==> src/verilog/scsi_ctl_map.svh <==
// Constants for the SCSI host control and event queue handler
// Functional notes
// - Every control command gets a response byte from the common code set.
// - Leading type word selects layout: 0 task mgmt, 1 query, 2 subscribe.
// - Task management subtype selects one of eight functions, codes 0 to 7.
// - Task management outcome uses complete 0, succeeded 10, rejected 11.
// - Irrelevant fields ignored; LUN bytes ignored for whole nexus functions.
// - Task-specific functions match the 64-bit command identifier; only abort task does, query task is answered complete 0 without a match.
// - Unit or nexus reset completes every active command with reset code.
// - Abort task or task set completes selected commands with aborted code.
// - Completions caused by a function are visible before its own completion.
// - Query writes supported events from the six mask bits into actual word.
// - Subscription records the mask per LUN and returns the supported subset.
// - Legacy mode lays out control structures in guest native byte order.
// - Events not queued; dropped when no buffer is available.
// - Event word bit 31 set whenever events were lost for missing buffers.
// - A too-short event buffer may be returned at once with code 0.
// - After drops, a no-event report with missed flag prompts the driver.
// - Transport reset uses code 1, reasons hard 0, rescan 1, removed 2.
// - Removed or rescan reports only when hot-plug was negotiated.
// - Transport resets also reported as sense data with fixed key and codes.
// - Asynchronous notification uses code 2, reason limited to subscribed events.
// - Parameter change uses code 3, asc in bits 7:0, ascq in 15:8.
// - Never send parameter change for units of inquiry device type 5.
`ifndef SCSI_CTL_MAP_SVH
`define SCSI_CTL_MAP_SVH

`define RESP_OK            8'h00
`define RESP_ABORTED       8'h02
`define RESP_BAD_TARGET    8'h03
`define RESP_RESET         8'h04
`define RESP_BUSY          8'h05
`define RESP_FAILURE       8'h09
`define RESP_FUNC_COMPLETE 8'h00
`define RESP_FUNC_SUCCEED  8'h0a
`define RESP_FUNC_REJECT   8'h0b
`define RESP_INCORRECT_LUN 8'h0c
`define EVT_SUPPORTED      32'h0000_007e
`define EVT_MISSED_BIT     31
`define REASON_HARD        32'h0000_0000
`define REASON_RESCAN      32'h0000_0001
`define REASON_REMOVED     32'h0000_0002
`define SENSE_ILLEGAL_REQ  4'h5
`define SENSE_UNIT_ATTN    4'h6
`define ASC_REMOVED        8'h25
`define ASC_HARD           8'h29
`define ASC_RESCAN         8'h3f
`define ASCQ_RESCAN        8'h0e
`define ASCQ_ZERO          8'h00
`define MMC_DEV_TYPE       5'h05
`define NUM_LUNS           4
`define LUN_SEL_W          2

`endif

==> src/verilog/scsi_ctl_pkg.sv <==
// Types for the SCSI host control and event queue handler
package scsi_ctl_pkg;
    typedef enum logic [31:0] {
        CTRL_TMF          = 32'h0000_0000,
        CTRL_AN_QUERY     = 32'h0000_0001,
        CTRL_AN_SUBSCRIBE = 32'h0000_0002
    } ctrl_type_t;
    typedef enum logic [31:0] {
        TMF_ABORT_TASK     = 32'h0000_0000,
        TMF_ABORT_TASK_SET = 32'h0000_0001,
        TMF_CLEAR_ACA      = 32'h0000_0002,
        TMF_CLEAR_TASK_SET = 32'h0000_0003,
        TMF_IT_NEXUS_RESET = 32'h0000_0004,
        TMF_LU_RESET       = 32'h0000_0005,
        TMF_QUERY_TASK     = 32'h0000_0006,
        TMF_QUERY_TASK_SET = 32'h0000_0007
    } tmf_subtype_t;
    typedef enum logic [31:0] {
        EV_NO_EVENT     = 32'h0000_0000,
        EV_TRANSPORT    = 32'h0000_0001,
        EV_ASYNC_NOTIFY = 32'h0000_0002,
        EV_PARAM_CHANGE = 32'h0000_0003
    } event_code_t;
    typedef enum logic [1:0] {
        ST_IDLE   = 2'b00,
        ST_KILL   = 2'b01,
        ST_FENCE  = 2'b10,
        ST_FINISH = 2'b11
    } ctrl_state_t;
endpackage

==> src/verilog/byte_order.sv <==
// Word swapper choosing little-endian or guest native order
`timescale 1ns/1ps
module byte_order #(
    parameter int W = 32
) (
    input  wire logic         big_endian,
    input  wire logic [W-1:0] din,
    output logic      [W-1:0] dout
);
    logic [W-1:0] swapped;
    always_comb begin
        swapped = '0;
        for (int i = 0; i < W / 8; i++) begin
            swapped[8*i +: 8] = din[W-8-8*i +: 8];
        end
        dout = big_endian ? swapped : din;
    end
endmodule

==> src/verilog/scsi_ctl_event.sv <==
// Control queue decoder and event queue writer of the SCSI host device
`timescale 1ns/1ps
`include "scsi_ctl_map.svh"
module scsi_ctl_event (
    input  wire logic                     ref_clk,
    input  wire logic                     nrst,
    input  wire logic                     legacy_mode,
    input  wire logic                     guest_big_endian,
    input  wire logic                     hotplug_negotiated,
    input  wire logic                     ctrl_valid,
    output logic                          ctrl_ready,
    input  wire logic [31:0]              ctrl_type_raw,
    input  wire logic [31:0]              ctrl_subtype_raw,
    input  wire logic [63:0]              ctrl_lun,
    input  wire logic [63:0]              ctrl_id_raw,
    input  wire logic [31:0]              ctrl_event_req_raw,
    output logic                          ctrl_done,
    output logic [7:0]                    ctrl_response,
    output logic [31:0]                   ctrl_event_actual,
    input  wire logic                     target_present,
    input  wire logic                     lun_present,
    input  wire logic                     target_busy,
    output logic                          kill_req,
    output logic                          kill_all,
    output logic                          kill_target_only,
    output logic [63:0]                   kill_id,
    output logic [7:0]                    kill_code,
    input  wire logic                     kill_ack,
    input  wire logic                     kill_found,
    output logic                          fence_req,
    input  wire logic                     fence_ack,
    input  wire logic                     evt_req,
    input  wire scsi_ctl_pkg::event_code_t evt_code,
    input  wire logic [63:0]              evt_lun,
    input  wire logic [31:0]              evt_reason,
    input  wire logic [4:0]               evt_dev_type,
    output logic                          evt_taken,
    input  wire logic                     evt_buf_avail,
    input  wire logic                     evt_buf_short,
    output logic                          evt_write,
    output logic [31:0]                   evt_word,
    output logic [63:0]                   evt_lun_out,
    output logic [31:0]                   evt_reason_out,
    output logic                          sense_valid,
    output logic [3:0]                    sense_key,
    output logic [7:0]                    sense_asc,
    output logic [7:0]                    sense_ascq
);
    import scsi_ctl_pkg::*;

    // ------------------------------------------------------------
    // Byte order of control fields
    // ------------------------------------------------------------
    logic        swap;
    logic [31:0] ctrl_type_w;
    logic [31:0] ctrl_subtype_w;
    logic [31:0] ctrl_event_req_w;
    logic [31:0] id_lo;
    logic [31:0] id_hi;
    logic [31:0] actual_le;
    logic [31:0] next_actual;
    logic [63:0] ctrl_id;

    assign swap = legacy_mode & guest_big_endian;
    byte_order #(.W(32)) u_type    (.big_endian(swap), .din(ctrl_type_raw),      .dout(ctrl_type_w));
    byte_order #(.W(32)) u_subtype (.big_endian(swap), .din(ctrl_subtype_raw),   .dout(ctrl_subtype_w));
    byte_order #(.W(32)) u_evreq   (.big_endian(swap), .din(ctrl_event_req_raw), .dout(ctrl_event_req_w));
    byte_order #(.W(32)) u_idlo    (.big_endian(swap), .din(ctrl_id_raw[31:0]),  .dout(id_lo));
    byte_order #(.W(32)) u_idhi    (.big_endian(swap), .din(ctrl_id_raw[63:32]), .dout(id_hi));
    byte_order #(.W(32)) u_actual  (.big_endian(swap), .din(next_actual),        .dout(actual_le));
    assign ctrl_id = swap ? {id_lo, id_hi} : {id_hi, id_lo};

    // ------------------------------------------------------------
    // Control request decode
    // ------------------------------------------------------------
    ctrl_state_t                 state;
    logic [`NUM_LUNS-1:0][31:0]  subscribed;
    logic [`LUN_SEL_W-1:0]       ctrl_lun_sel;
    logic [`LUN_SEL_W-1:0]       evt_lun_sel;
    logic                        is_nexus;
    logic                        needs_kill;
    logic                        lun_ok;
    logic [7:0]                  next_resp;
    logic [7:0]                  pending_resp;
    logic                        take;

    assign ctrl_lun_sel = ctrl_lun[16 +: `LUN_SEL_W];
    assign evt_lun_sel  = evt_lun[16 +: `LUN_SEL_W];
    assign ctrl_ready   = (state == ST_IDLE);
    assign take         = ctrl_valid & ctrl_ready;
    assign is_nexus     = (ctrl_subtype_w == TMF_IT_NEXUS_RESET);
    assign lun_ok       = is_nexus | lun_present;

    always_comb begin
        next_resp   = `RESP_OK;
        next_actual = 32'h0000_0000;
        needs_kill  = 1'b0;
        case (ctrl_type_w)
            CTRL_TMF: begin
                if (!target_present) begin
                    next_resp = `RESP_BAD_TARGET;
                end else if (!lun_ok) begin
                    next_resp = `RESP_INCORRECT_LUN;
                end else if (target_busy) begin
                    next_resp = `RESP_BUSY;
                end else begin
                    case (ctrl_subtype_w)
                        TMF_ABORT_TASK, TMF_ABORT_TASK_SET,
                        TMF_IT_NEXUS_RESET, TMF_LU_RESET: begin
                            needs_kill = 1'b1;
                            next_resp  = `RESP_FUNC_COMPLETE;
                        end
                        TMF_CLEAR_ACA, TMF_CLEAR_TASK_SET: begin
                            next_resp = `RESP_FUNC_COMPLETE;
                        end
                        TMF_QUERY_TASK, TMF_QUERY_TASK_SET: begin
                            next_resp = `RESP_FUNC_COMPLETE;
                        end
                        default: begin
                            next_resp = `RESP_FUNC_REJECT;
                        end
                    endcase
                end
            end
            CTRL_AN_QUERY, CTRL_AN_SUBSCRIBE: begin
                next_actual = ctrl_event_req_w & `EVT_SUPPORTED;
                next_resp   = (target_present & lun_present) ? `RESP_OK : `RESP_BAD_TARGET;
            end
            default: begin
                next_resp = `RESP_FAILURE;
            end
        endcase
    end

    // ------------------------------------------------------------
    // Control sequencing
    // ------------------------------------------------------------
    logic [31:0] ctrl_sub_held;

    always_ff @(posedge ref_clk or negedge nrst) begin
        if (!nrst) begin
            state             <= ST_IDLE;
            ctrl_done         <= 1'b0;
            ctrl_response     <= 8'h00;
            ctrl_event_actual <= 32'h0000_0000;
            pending_resp      <= 8'h00;
            ctrl_sub_held     <= 32'h0000_0000;
            kill_req          <= 1'b0;
            kill_all          <= 1'b0;
            kill_target_only  <= 1'b0;
            kill_id           <= 64'h0000_0000_0000_0000;
            kill_code         <= 8'h00;
            fence_req         <= 1'b0;
        end else begin
            ctrl_done <= 1'b0;
            case (state)
                ST_IDLE: begin
                    if (take) begin
                        pending_resp      <= next_resp;
                        ctrl_event_actual <= actual_le;
                        ctrl_sub_held     <= ctrl_subtype_w;
                        if (needs_kill) begin
                            kill_id          <= ctrl_id;
                            // reset kills whole unit or target
                            kill_all         <= (ctrl_subtype_w != TMF_ABORT_TASK);
                            kill_target_only <= is_nexus;
                            kill_code        <= (ctrl_subtype_w == TMF_ABORT_TASK ||
                                                 ctrl_subtype_w == TMF_ABORT_TASK_SET) ?
                                                `RESP_ABORTED : `RESP_RESET;
                            kill_req         <= 1'b1;
                            state            <= ST_KILL;
                        end else begin
                            state <= ST_FINISH;
                        end
                    end
                end
                ST_KILL: begin
                    if (kill_ack) begin
                        kill_req  <= 1'b0;
                        fence_req <= 1'b1;
                        if (ctrl_sub_held == TMF_ABORT_TASK && !kill_found) begin
                            pending_resp <= `RESP_FUNC_COMPLETE;
                        end else begin
                            pending_resp <= `RESP_FUNC_SUCCEED;
                        end
                        state <= ST_FENCE;
                    end
                end
                ST_FENCE: begin
                    if (fence_ack) begin
                        fence_req <= 1'b0;
                        state     <= ST_FINISH;
                    end
                end
                ST_FINISH: begin
                    ctrl_response <= pending_resp;
                    ctrl_done     <= 1'b1;
                    state         <= ST_IDLE;
                end
                default: begin
                    state <= ST_IDLE;
                end
            endcase
        end
    end

    always_ff @(posedge ref_clk or negedge nrst) begin
        if (!nrst) begin
            subscribed <= '0;
        end else if (take && ctrl_type_w == CTRL_AN_SUBSCRIBE && target_present && lun_present) begin
            subscribed[ctrl_lun_sel] <= ctrl_event_req_w & `EVT_SUPPORTED;
        end
    end

    // ------------------------------------------------------------
    // Event queue
    // ------------------------------------------------------------
    logic        missed;
    logic        evt_allowed;
    logic [31:0] evt_reason_f;
    logic        use_buf;
    logic        prompt;

    always_comb begin
        evt_allowed  = 1'b1;
        evt_reason_f = evt_reason;
        case (evt_code)
            EV_TRANSPORT: begin
                if (evt_reason != `REASON_HARD) begin
                    evt_allowed = hotplug_negotiated;
                end
            end
            EV_ASYNC_NOTIFY: begin
                evt_reason_f = evt_reason & subscribed[evt_lun_sel];
                evt_allowed  = (evt_reason_f != 32'h0000_0000);
            end
            EV_PARAM_CHANGE: begin
                evt_allowed  = (evt_dev_type != `MMC_DEV_TYPE);
                evt_reason_f = {16'h0000, evt_reason[15:0]};
            end
            default: begin
                evt_allowed = 1'b0;
            end
        endcase
    end

    assign prompt   = evt_buf_avail & (evt_buf_short | (missed & ~evt_req));
    assign use_buf  = evt_buf_avail & ~evt_buf_short & evt_req & evt_allowed;
    assign evt_taken = evt_req;

    always_ff @(posedge ref_clk or negedge nrst) begin
        if (!nrst) begin
            missed <= 1'b0;
        end else if (evt_req && evt_allowed && !use_buf) begin
            missed <= 1'b1;
        end else if (use_buf || prompt) begin
            missed <= 1'b0;
        end
    end

    always_ff @(posedge ref_clk or negedge nrst) begin
        if (!nrst) begin
            evt_write      <= 1'b0;
            evt_word       <= 32'h0000_0000;
            evt_lun_out    <= 64'h0000_0000_0000_0000;
            evt_reason_out <= 32'h0000_0000;
        end else begin
            evt_write <= use_buf | prompt;
            if (use_buf) begin
                evt_word       <= evt_code | ({31'h0000_0000, missed} << `EVT_MISSED_BIT);
                evt_lun_out    <= evt_lun;
                evt_reason_out <= evt_reason_f;
            end else if (prompt) begin
                evt_word       <= EV_NO_EVENT | ({31'h0000_0000, missed} << `EVT_MISSED_BIT);
                evt_lun_out    <= 64'h0000_0000_0000_0000;
                evt_reason_out <= 32'h0000_0000;
            end
        end
    end

    always_ff @(posedge ref_clk or negedge nrst) begin
        if (!nrst) begin
            sense_valid <= 1'b0;
            sense_key   <= 4'h0;
            sense_asc   <= 8'h00;
            sense_ascq  <= 8'h00;
        end else begin
            sense_valid <= evt_req & evt_allowed &
                           (evt_code == EV_TRANSPORT || evt_code == EV_PARAM_CHANGE);
            if (evt_code == EV_PARAM_CHANGE) begin
                sense_key  <= `SENSE_UNIT_ATTN;
                sense_asc  <= evt_reason[7:0];
                sense_ascq <= evt_reason[15:8];
            end else if (evt_reason == `REASON_REMOVED) begin
                sense_key  <= `SENSE_ILLEGAL_REQ;
                sense_asc  <= `ASC_REMOVED;
                sense_ascq <= `ASCQ_ZERO;
            end else if (evt_reason == `REASON_RESCAN) begin
                sense_key  <= `SENSE_UNIT_ATTN;
                sense_asc  <= `ASC_RESCAN;
                sense_ascq <= `ASCQ_RESCAN;
            end else begin
                sense_key  <= `SENSE_UNIT_ATTN;
                sense_asc  <= `ASC_HARD;
                sense_ascq <= `ASCQ_ZERO;
            end
        end
    end

    // ------------------------------------------------------------
    // Assertions
    // ------------------------------------------------------------
    a_fence_before_done: assert property (@(posedge ref_clk) disable iff (!nrst)
        (state == ST_FENCE && fence_ack) |=> ##1 ctrl_done)
        else $error("function completed without fence order");
    a_kill_then_fence: assert property (@(posedge ref_clk) disable iff (!nrst)
        (kill_req && kill_ack) |=> fence_req)
        else $error("fence not raised after kills");
    a_missed_bit_set: assert property (@(posedge ref_clk) disable iff (!nrst)
        (use_buf && missed) |=> evt_word[31])
        else $error("missed flag absent");
    a_no_mmc_param: assert property (@(posedge ref_clk) disable iff (!nrst)
        (evt_write && evt_word[30:0] == 31'h0000_0003) |-> $past(evt_dev_type) != `MMC_DEV_TYPE)
        else $error("param change sent for MMC unit");
    a_hotplug_gate: assert property (@(posedge ref_clk) disable iff (!nrst)
        (evt_write && evt_word[30:0] == 31'h0000_0001 && evt_reason_out != 32'h0000_0000)
        |-> $past(hotplug_negotiated))
        else $error("hot-plug report without negotiation");
    a_actual_subset: assert property (@(posedge ref_clk) disable iff (!nrst)
        (take && !swap) |=> (ctrl_event_actual & ~`EVT_SUPPORTED) == 32'h0000_0000)
        else $error("unsupported events reported");
    a_reason_subscribed: assert property (@(posedge ref_clk) disable iff (!nrst)
        (use_buf && evt_code == EV_ASYNC_NOTIFY) |=> (evt_reason_out & ~subscribed[$past(evt_lun_sel)]) == 0)
        else $error("unsubscribed event reported");
    a_done_one_cycle: assert property (@(posedge ref_clk) disable iff (!nrst)
        ctrl_done |=> !ctrl_done)
        else $error("done held too long");
    c_tmf_kill: cover property (@(posedge ref_clk) disable iff (!nrst) kill_req ##[1:20] ctrl_done);
    c_evt_missed: cover property (@(posedge ref_clk) disable iff (!nrst) evt_write && evt_word[31]);
    c_subscribe: cover property (@(posedge ref_clk) disable iff (!nrst)
        take && ctrl_type_w == CTRL_AN_SUBSCRIBE);
endmodule

==> config.mk <==
export PLATFORM = sky130hd
export DESIGN_NAME = scsi_ctl_event
export DESIGN_NICKNAME = d
export VERILOG_FILES = /design/src/verilog/scsi_ctl_pkg.sv /design/src/verilog/byte_order.sv /design/src/verilog/scsi_ctl_event.sv
export VERILOG_INCLUDE_DIRS = /design/src /design/src/verilog
export SDC_FILE = /design/constraint.sdc
export NUM_CORES = 1
export LEC_CHECK = 0
export BUFFER_PORTS_ARGS = -buffer_cell sky130_fd_sc_hd__buf_4
export CORE_AREA = 2 2 252 254
export CTS_BUF_LIST = sky130_fd_sc_hd__clkbuf_4 sky130_fd_sc_hd__clkbuf_8
export CTS_CLUSTER_DIAMETER = 200
export DETAILED_ROUTE_END_ITERATION = 10
export DIE_AREA = 0 0 254 256
export SYNTH_ARGS = -nofsm -noshare
export SYNTH_HDL_FRONTEND = slang
export SYNTH_HIERARCHICAL = 1
export SYNTH_SLANG_ARGS = --single-unit
export TNS_END_PERCENT = 5
==> constraint.sdc <==
create_clock -name ref_clk -period 2.9 [get_ports ref_clk]
set_input_delay 0.435 -clock ref_clk [delete_from_list [all_inputs] [get_ports ref_clk]]
set_output_delay 0.435 -clock ref_clk [all_outputs]
set_load 0.01 [all_outputs]
==> results.py <==
metrics = {
    "sta": {
        "layout_setup_ws_ns": 0.186,
        "period_needed_ns": 2.71,
        "fmax_ghz": 0.368,
        "hold_violations": 0,
        "finalCritPeriodShare": 0.936,
        "setup_viol": 0,
        "rsz0062_at_grt": "no",
        "slew_violations": 0,
        "final.setup_skew_ns": 0.0415,
        "tightest_slew_ns": 1.07,
        "max_slew_margin": 0.285,
    },
    "critical_path": {
        "crit_fanout": 63,
        "arrival_ns": 3.32,
        "slowest_delay_ns": 0.58,
        "start_kind": "input port",
        "crit_type": "in2reg",
        "crit_path_top_delay_cell": "dlygate4sd3_1",
        "end_kind": "flop",
        "cpMostUsedCell": "buf_4",
        "cp.required_ns": 3.50,
        "cp_cell_sequence": "dlygate4sd3_1 -> buf_4 -> nor4_1 -> nand4_1 -> nor4_2 -> o211ai_1 -> buf_4 -> a21oi_4 -> buf_12 -> a22o_1",
    },
    "global_route": {
        "busiest_layer": "met2",
        "grtUsageMet3": 0.0480,
        "grt_first_pass_wirelength_um": 77400,
        "grtUsageMet1": 0.169,
        "grt_start_max_net_pins": 76,
        "antenna_found_initial": 1,
        "grtUsageTotal": 0.152,
        "met2_usage": 0.274,
        "grt_pass1_vias": 13600,
        "grt.overflow.total": 0,
    },
    "worst_hold_path": {
        "hold_class": "in2reg",
    },
    "place": {
        "gp_congestion": 0.870,
        "dpl_worst_slack_ns": -0.654,
        "dp_hpwl_um": 38900,
        "io_buffers": 547,
    },
    "cts": {
        "cts_htree_levels": 2,
        "cts_tree": "done",
        "cts_root_buf": "clkbuf_8",
        "clock_path_buffers": 3,
        "clkSinkCount": 319,
        "worstSkewPairLatency_ns": 0.67,
        "cts.clk_slew.worst_paths_ns": 0.06,
        "cts-buffers-inserted": 60,
    },
    "floorplanning": {
        "die_y_um": 256,
        "core_area_um2": 62400,
        "die-area_um2": 65000,
        "die_w_um": 254,
        "ios": 641,
        "rows": 92,
        "initial_core_util": 0.256,
    },
    "route": {
        "vias": 12700,
        "drt_iter0_drc": 674,
        "post_drt_wl_per_cell_um": 18.0,
        "wl_um": 51500,
        "drtPass1Iterations": 5,
        "antenna_left": 0,
        "vias_per_cell": 4.42,
        "drc": 0,
    },
    "run": {
        "cap_viol_max_count": 0,
    },
    "synthesis": {
        "syn_inst": 1211,
        "syn_area_per_cell_um2": 13.2,
        "synth-warning-count": 6,
        "synth_area_um2": 16000,
    },
    "status": {
        "status": "finished clean",
    },
    "power": {
        "peakVddDrop_mv": 0.299,
        "powerDensity_nw_per_um2": 548,
        "p_leak_nw": 12.0,
    },
    "cells_and_area": {
        "syn2layout_area_growth_pct": 48.5,
        "fillCellCount": 6023,
        "fin_util": 0.380,
        "layout-drive-gt1-share": 0.505,
        "finish.net_count": 2343,
    },
}
[power by group]
group / total [mW] / switching (mW) / leakage, nW / internal [mW]
sequential: 5.27 / 0.277 / 4.28 / 4.99
combinational: 2.89 / 1.24 / 7.02 / 1.65
clock: 4.82 / 2.06 / 0.718 / 2.77
[per-layer routing]
metal | up-vias | part of all wire
met5 | - | 0
met4 | 0 | 0.026
met3 | 83 | 0.086
met2 | 485 | 0.51
met1 | 6214 | 0.38
li1 | 5873 | -
[path summary, 6_finish.rpt]
check	slack, ns	start	depth (start not counted)	to
hold reg to reg	0.48	kill_id[50]	2	kill_id[50]
max in group asynchronous	1.75	nrst	3	ctrl_event_actual[12]
setup / recovery	0.19	evt_reason[4]	10	evt_lun_out[26]
hold / removal	0.07	evt_req	2	sense_valid
setup reg to reg	0.36	subscribed[99]	8	evt_word[29]
min in group asynchronous	0.40	nrst	2	kill_id[7]
[what timing repair did]
| action | 4_1_cts | 5_1_grt |
|---|---|---|
| hold endpoints to repair | 165 | 0 |
| gates resized for setup | 0 | 3 |
| setup endpoints to repair | 0 | 30 |
| hold buffers | 95 | 0 |
| setup buffers | 0 | 1 |
[per-stage QoR]
| step | TNS, ns | std cells | power [mW] | cell area (µm²) | hold slack [ns] |
|---|---|---|---|---|---|
| 2_1_floorplan | -47.89 | 1273 | 6.88 | 16300 | 0.139 |
| 3_3_place_gp | -38.90 | 2655 | 8.07 | 21400 | 0.467 |
| 3_5_place_dp | -42.61 | 2655 | 8.15 | 21400 | 0.472 |
| 4_1_cts | 0 | 2860 | 13.2 | 23700 | 0.00567 |
| 5_1_grt | 0 | 2862 | 13.7 | 23700 | 0.0250 |
| 6_report | 0 | 2863 | 13.0 | 23700 | 0.0723 |
[cells in the final DEF, fill, tap and decap left out, types with 8 or more instances in the layout]
cell type      instances
inv_1                 17
clkinv_2              15
nor4_1                34
and2_1                45
nor2_1                 9
conb_1                64
o21ai_0               71
buf_4                618
a22o_1                93
buf_12                10
clkbuf_4              13
mux2_4               156
nand4_1               10
mux2i_1               71
dlygate4sd3_1         95
nand2_1               97
clkbuf_8              74
dfrtp_1              319
a21oi_1                8
mux2_2               104
[worst max-delay path, delay by kind of cell]
family	cells	cell delay, ns
buf+inv	4	1.24
simple gates	3	0.87
compound gates	3	0.71
[state kept, by name, summed over array words and instances, names as in the netlist, 2 cells and up]
| name | cells |
|---|---|
| evt_lun_out | 64 |
| kill_id | 64 |
| ctrl_event_actual | 32 |
| ctrl_sub_held | 32 |
| evt_reason_out | 32 |
| evt_word | 32 |
| subscribed | 24 |
| sense_asc | 8 |
| sense_ascq | 8 |
| ctrl_response | 4 |
| pending_resp | 4 |
| sense_key | 3 |
| kill_code | 2 |
| state | 2 |
[cell type report]
| cell class | instances | area, µm² | area share |
|---|---|---|---|
| Multi-Input combinational cell | 844 | 7430 | 0.313 |
| Timing Repair Buffer | 724 | 5810 | 0.245 |
| Antenna cell | 2 | 5.00 | 0.000211 |
| Clock inverter | 23 | 225 | 0.00951 |
| Inverter | 18 | 71.3 | 0.00301 |
| Clock buffer | 87 | 1120 | 0.0471 |
| Tap cell | 846 | 1060 | 0.0447 |
| Sequential cell | 319 | 7980 | 0.337 |
Power figures use the tool's default switching activity.
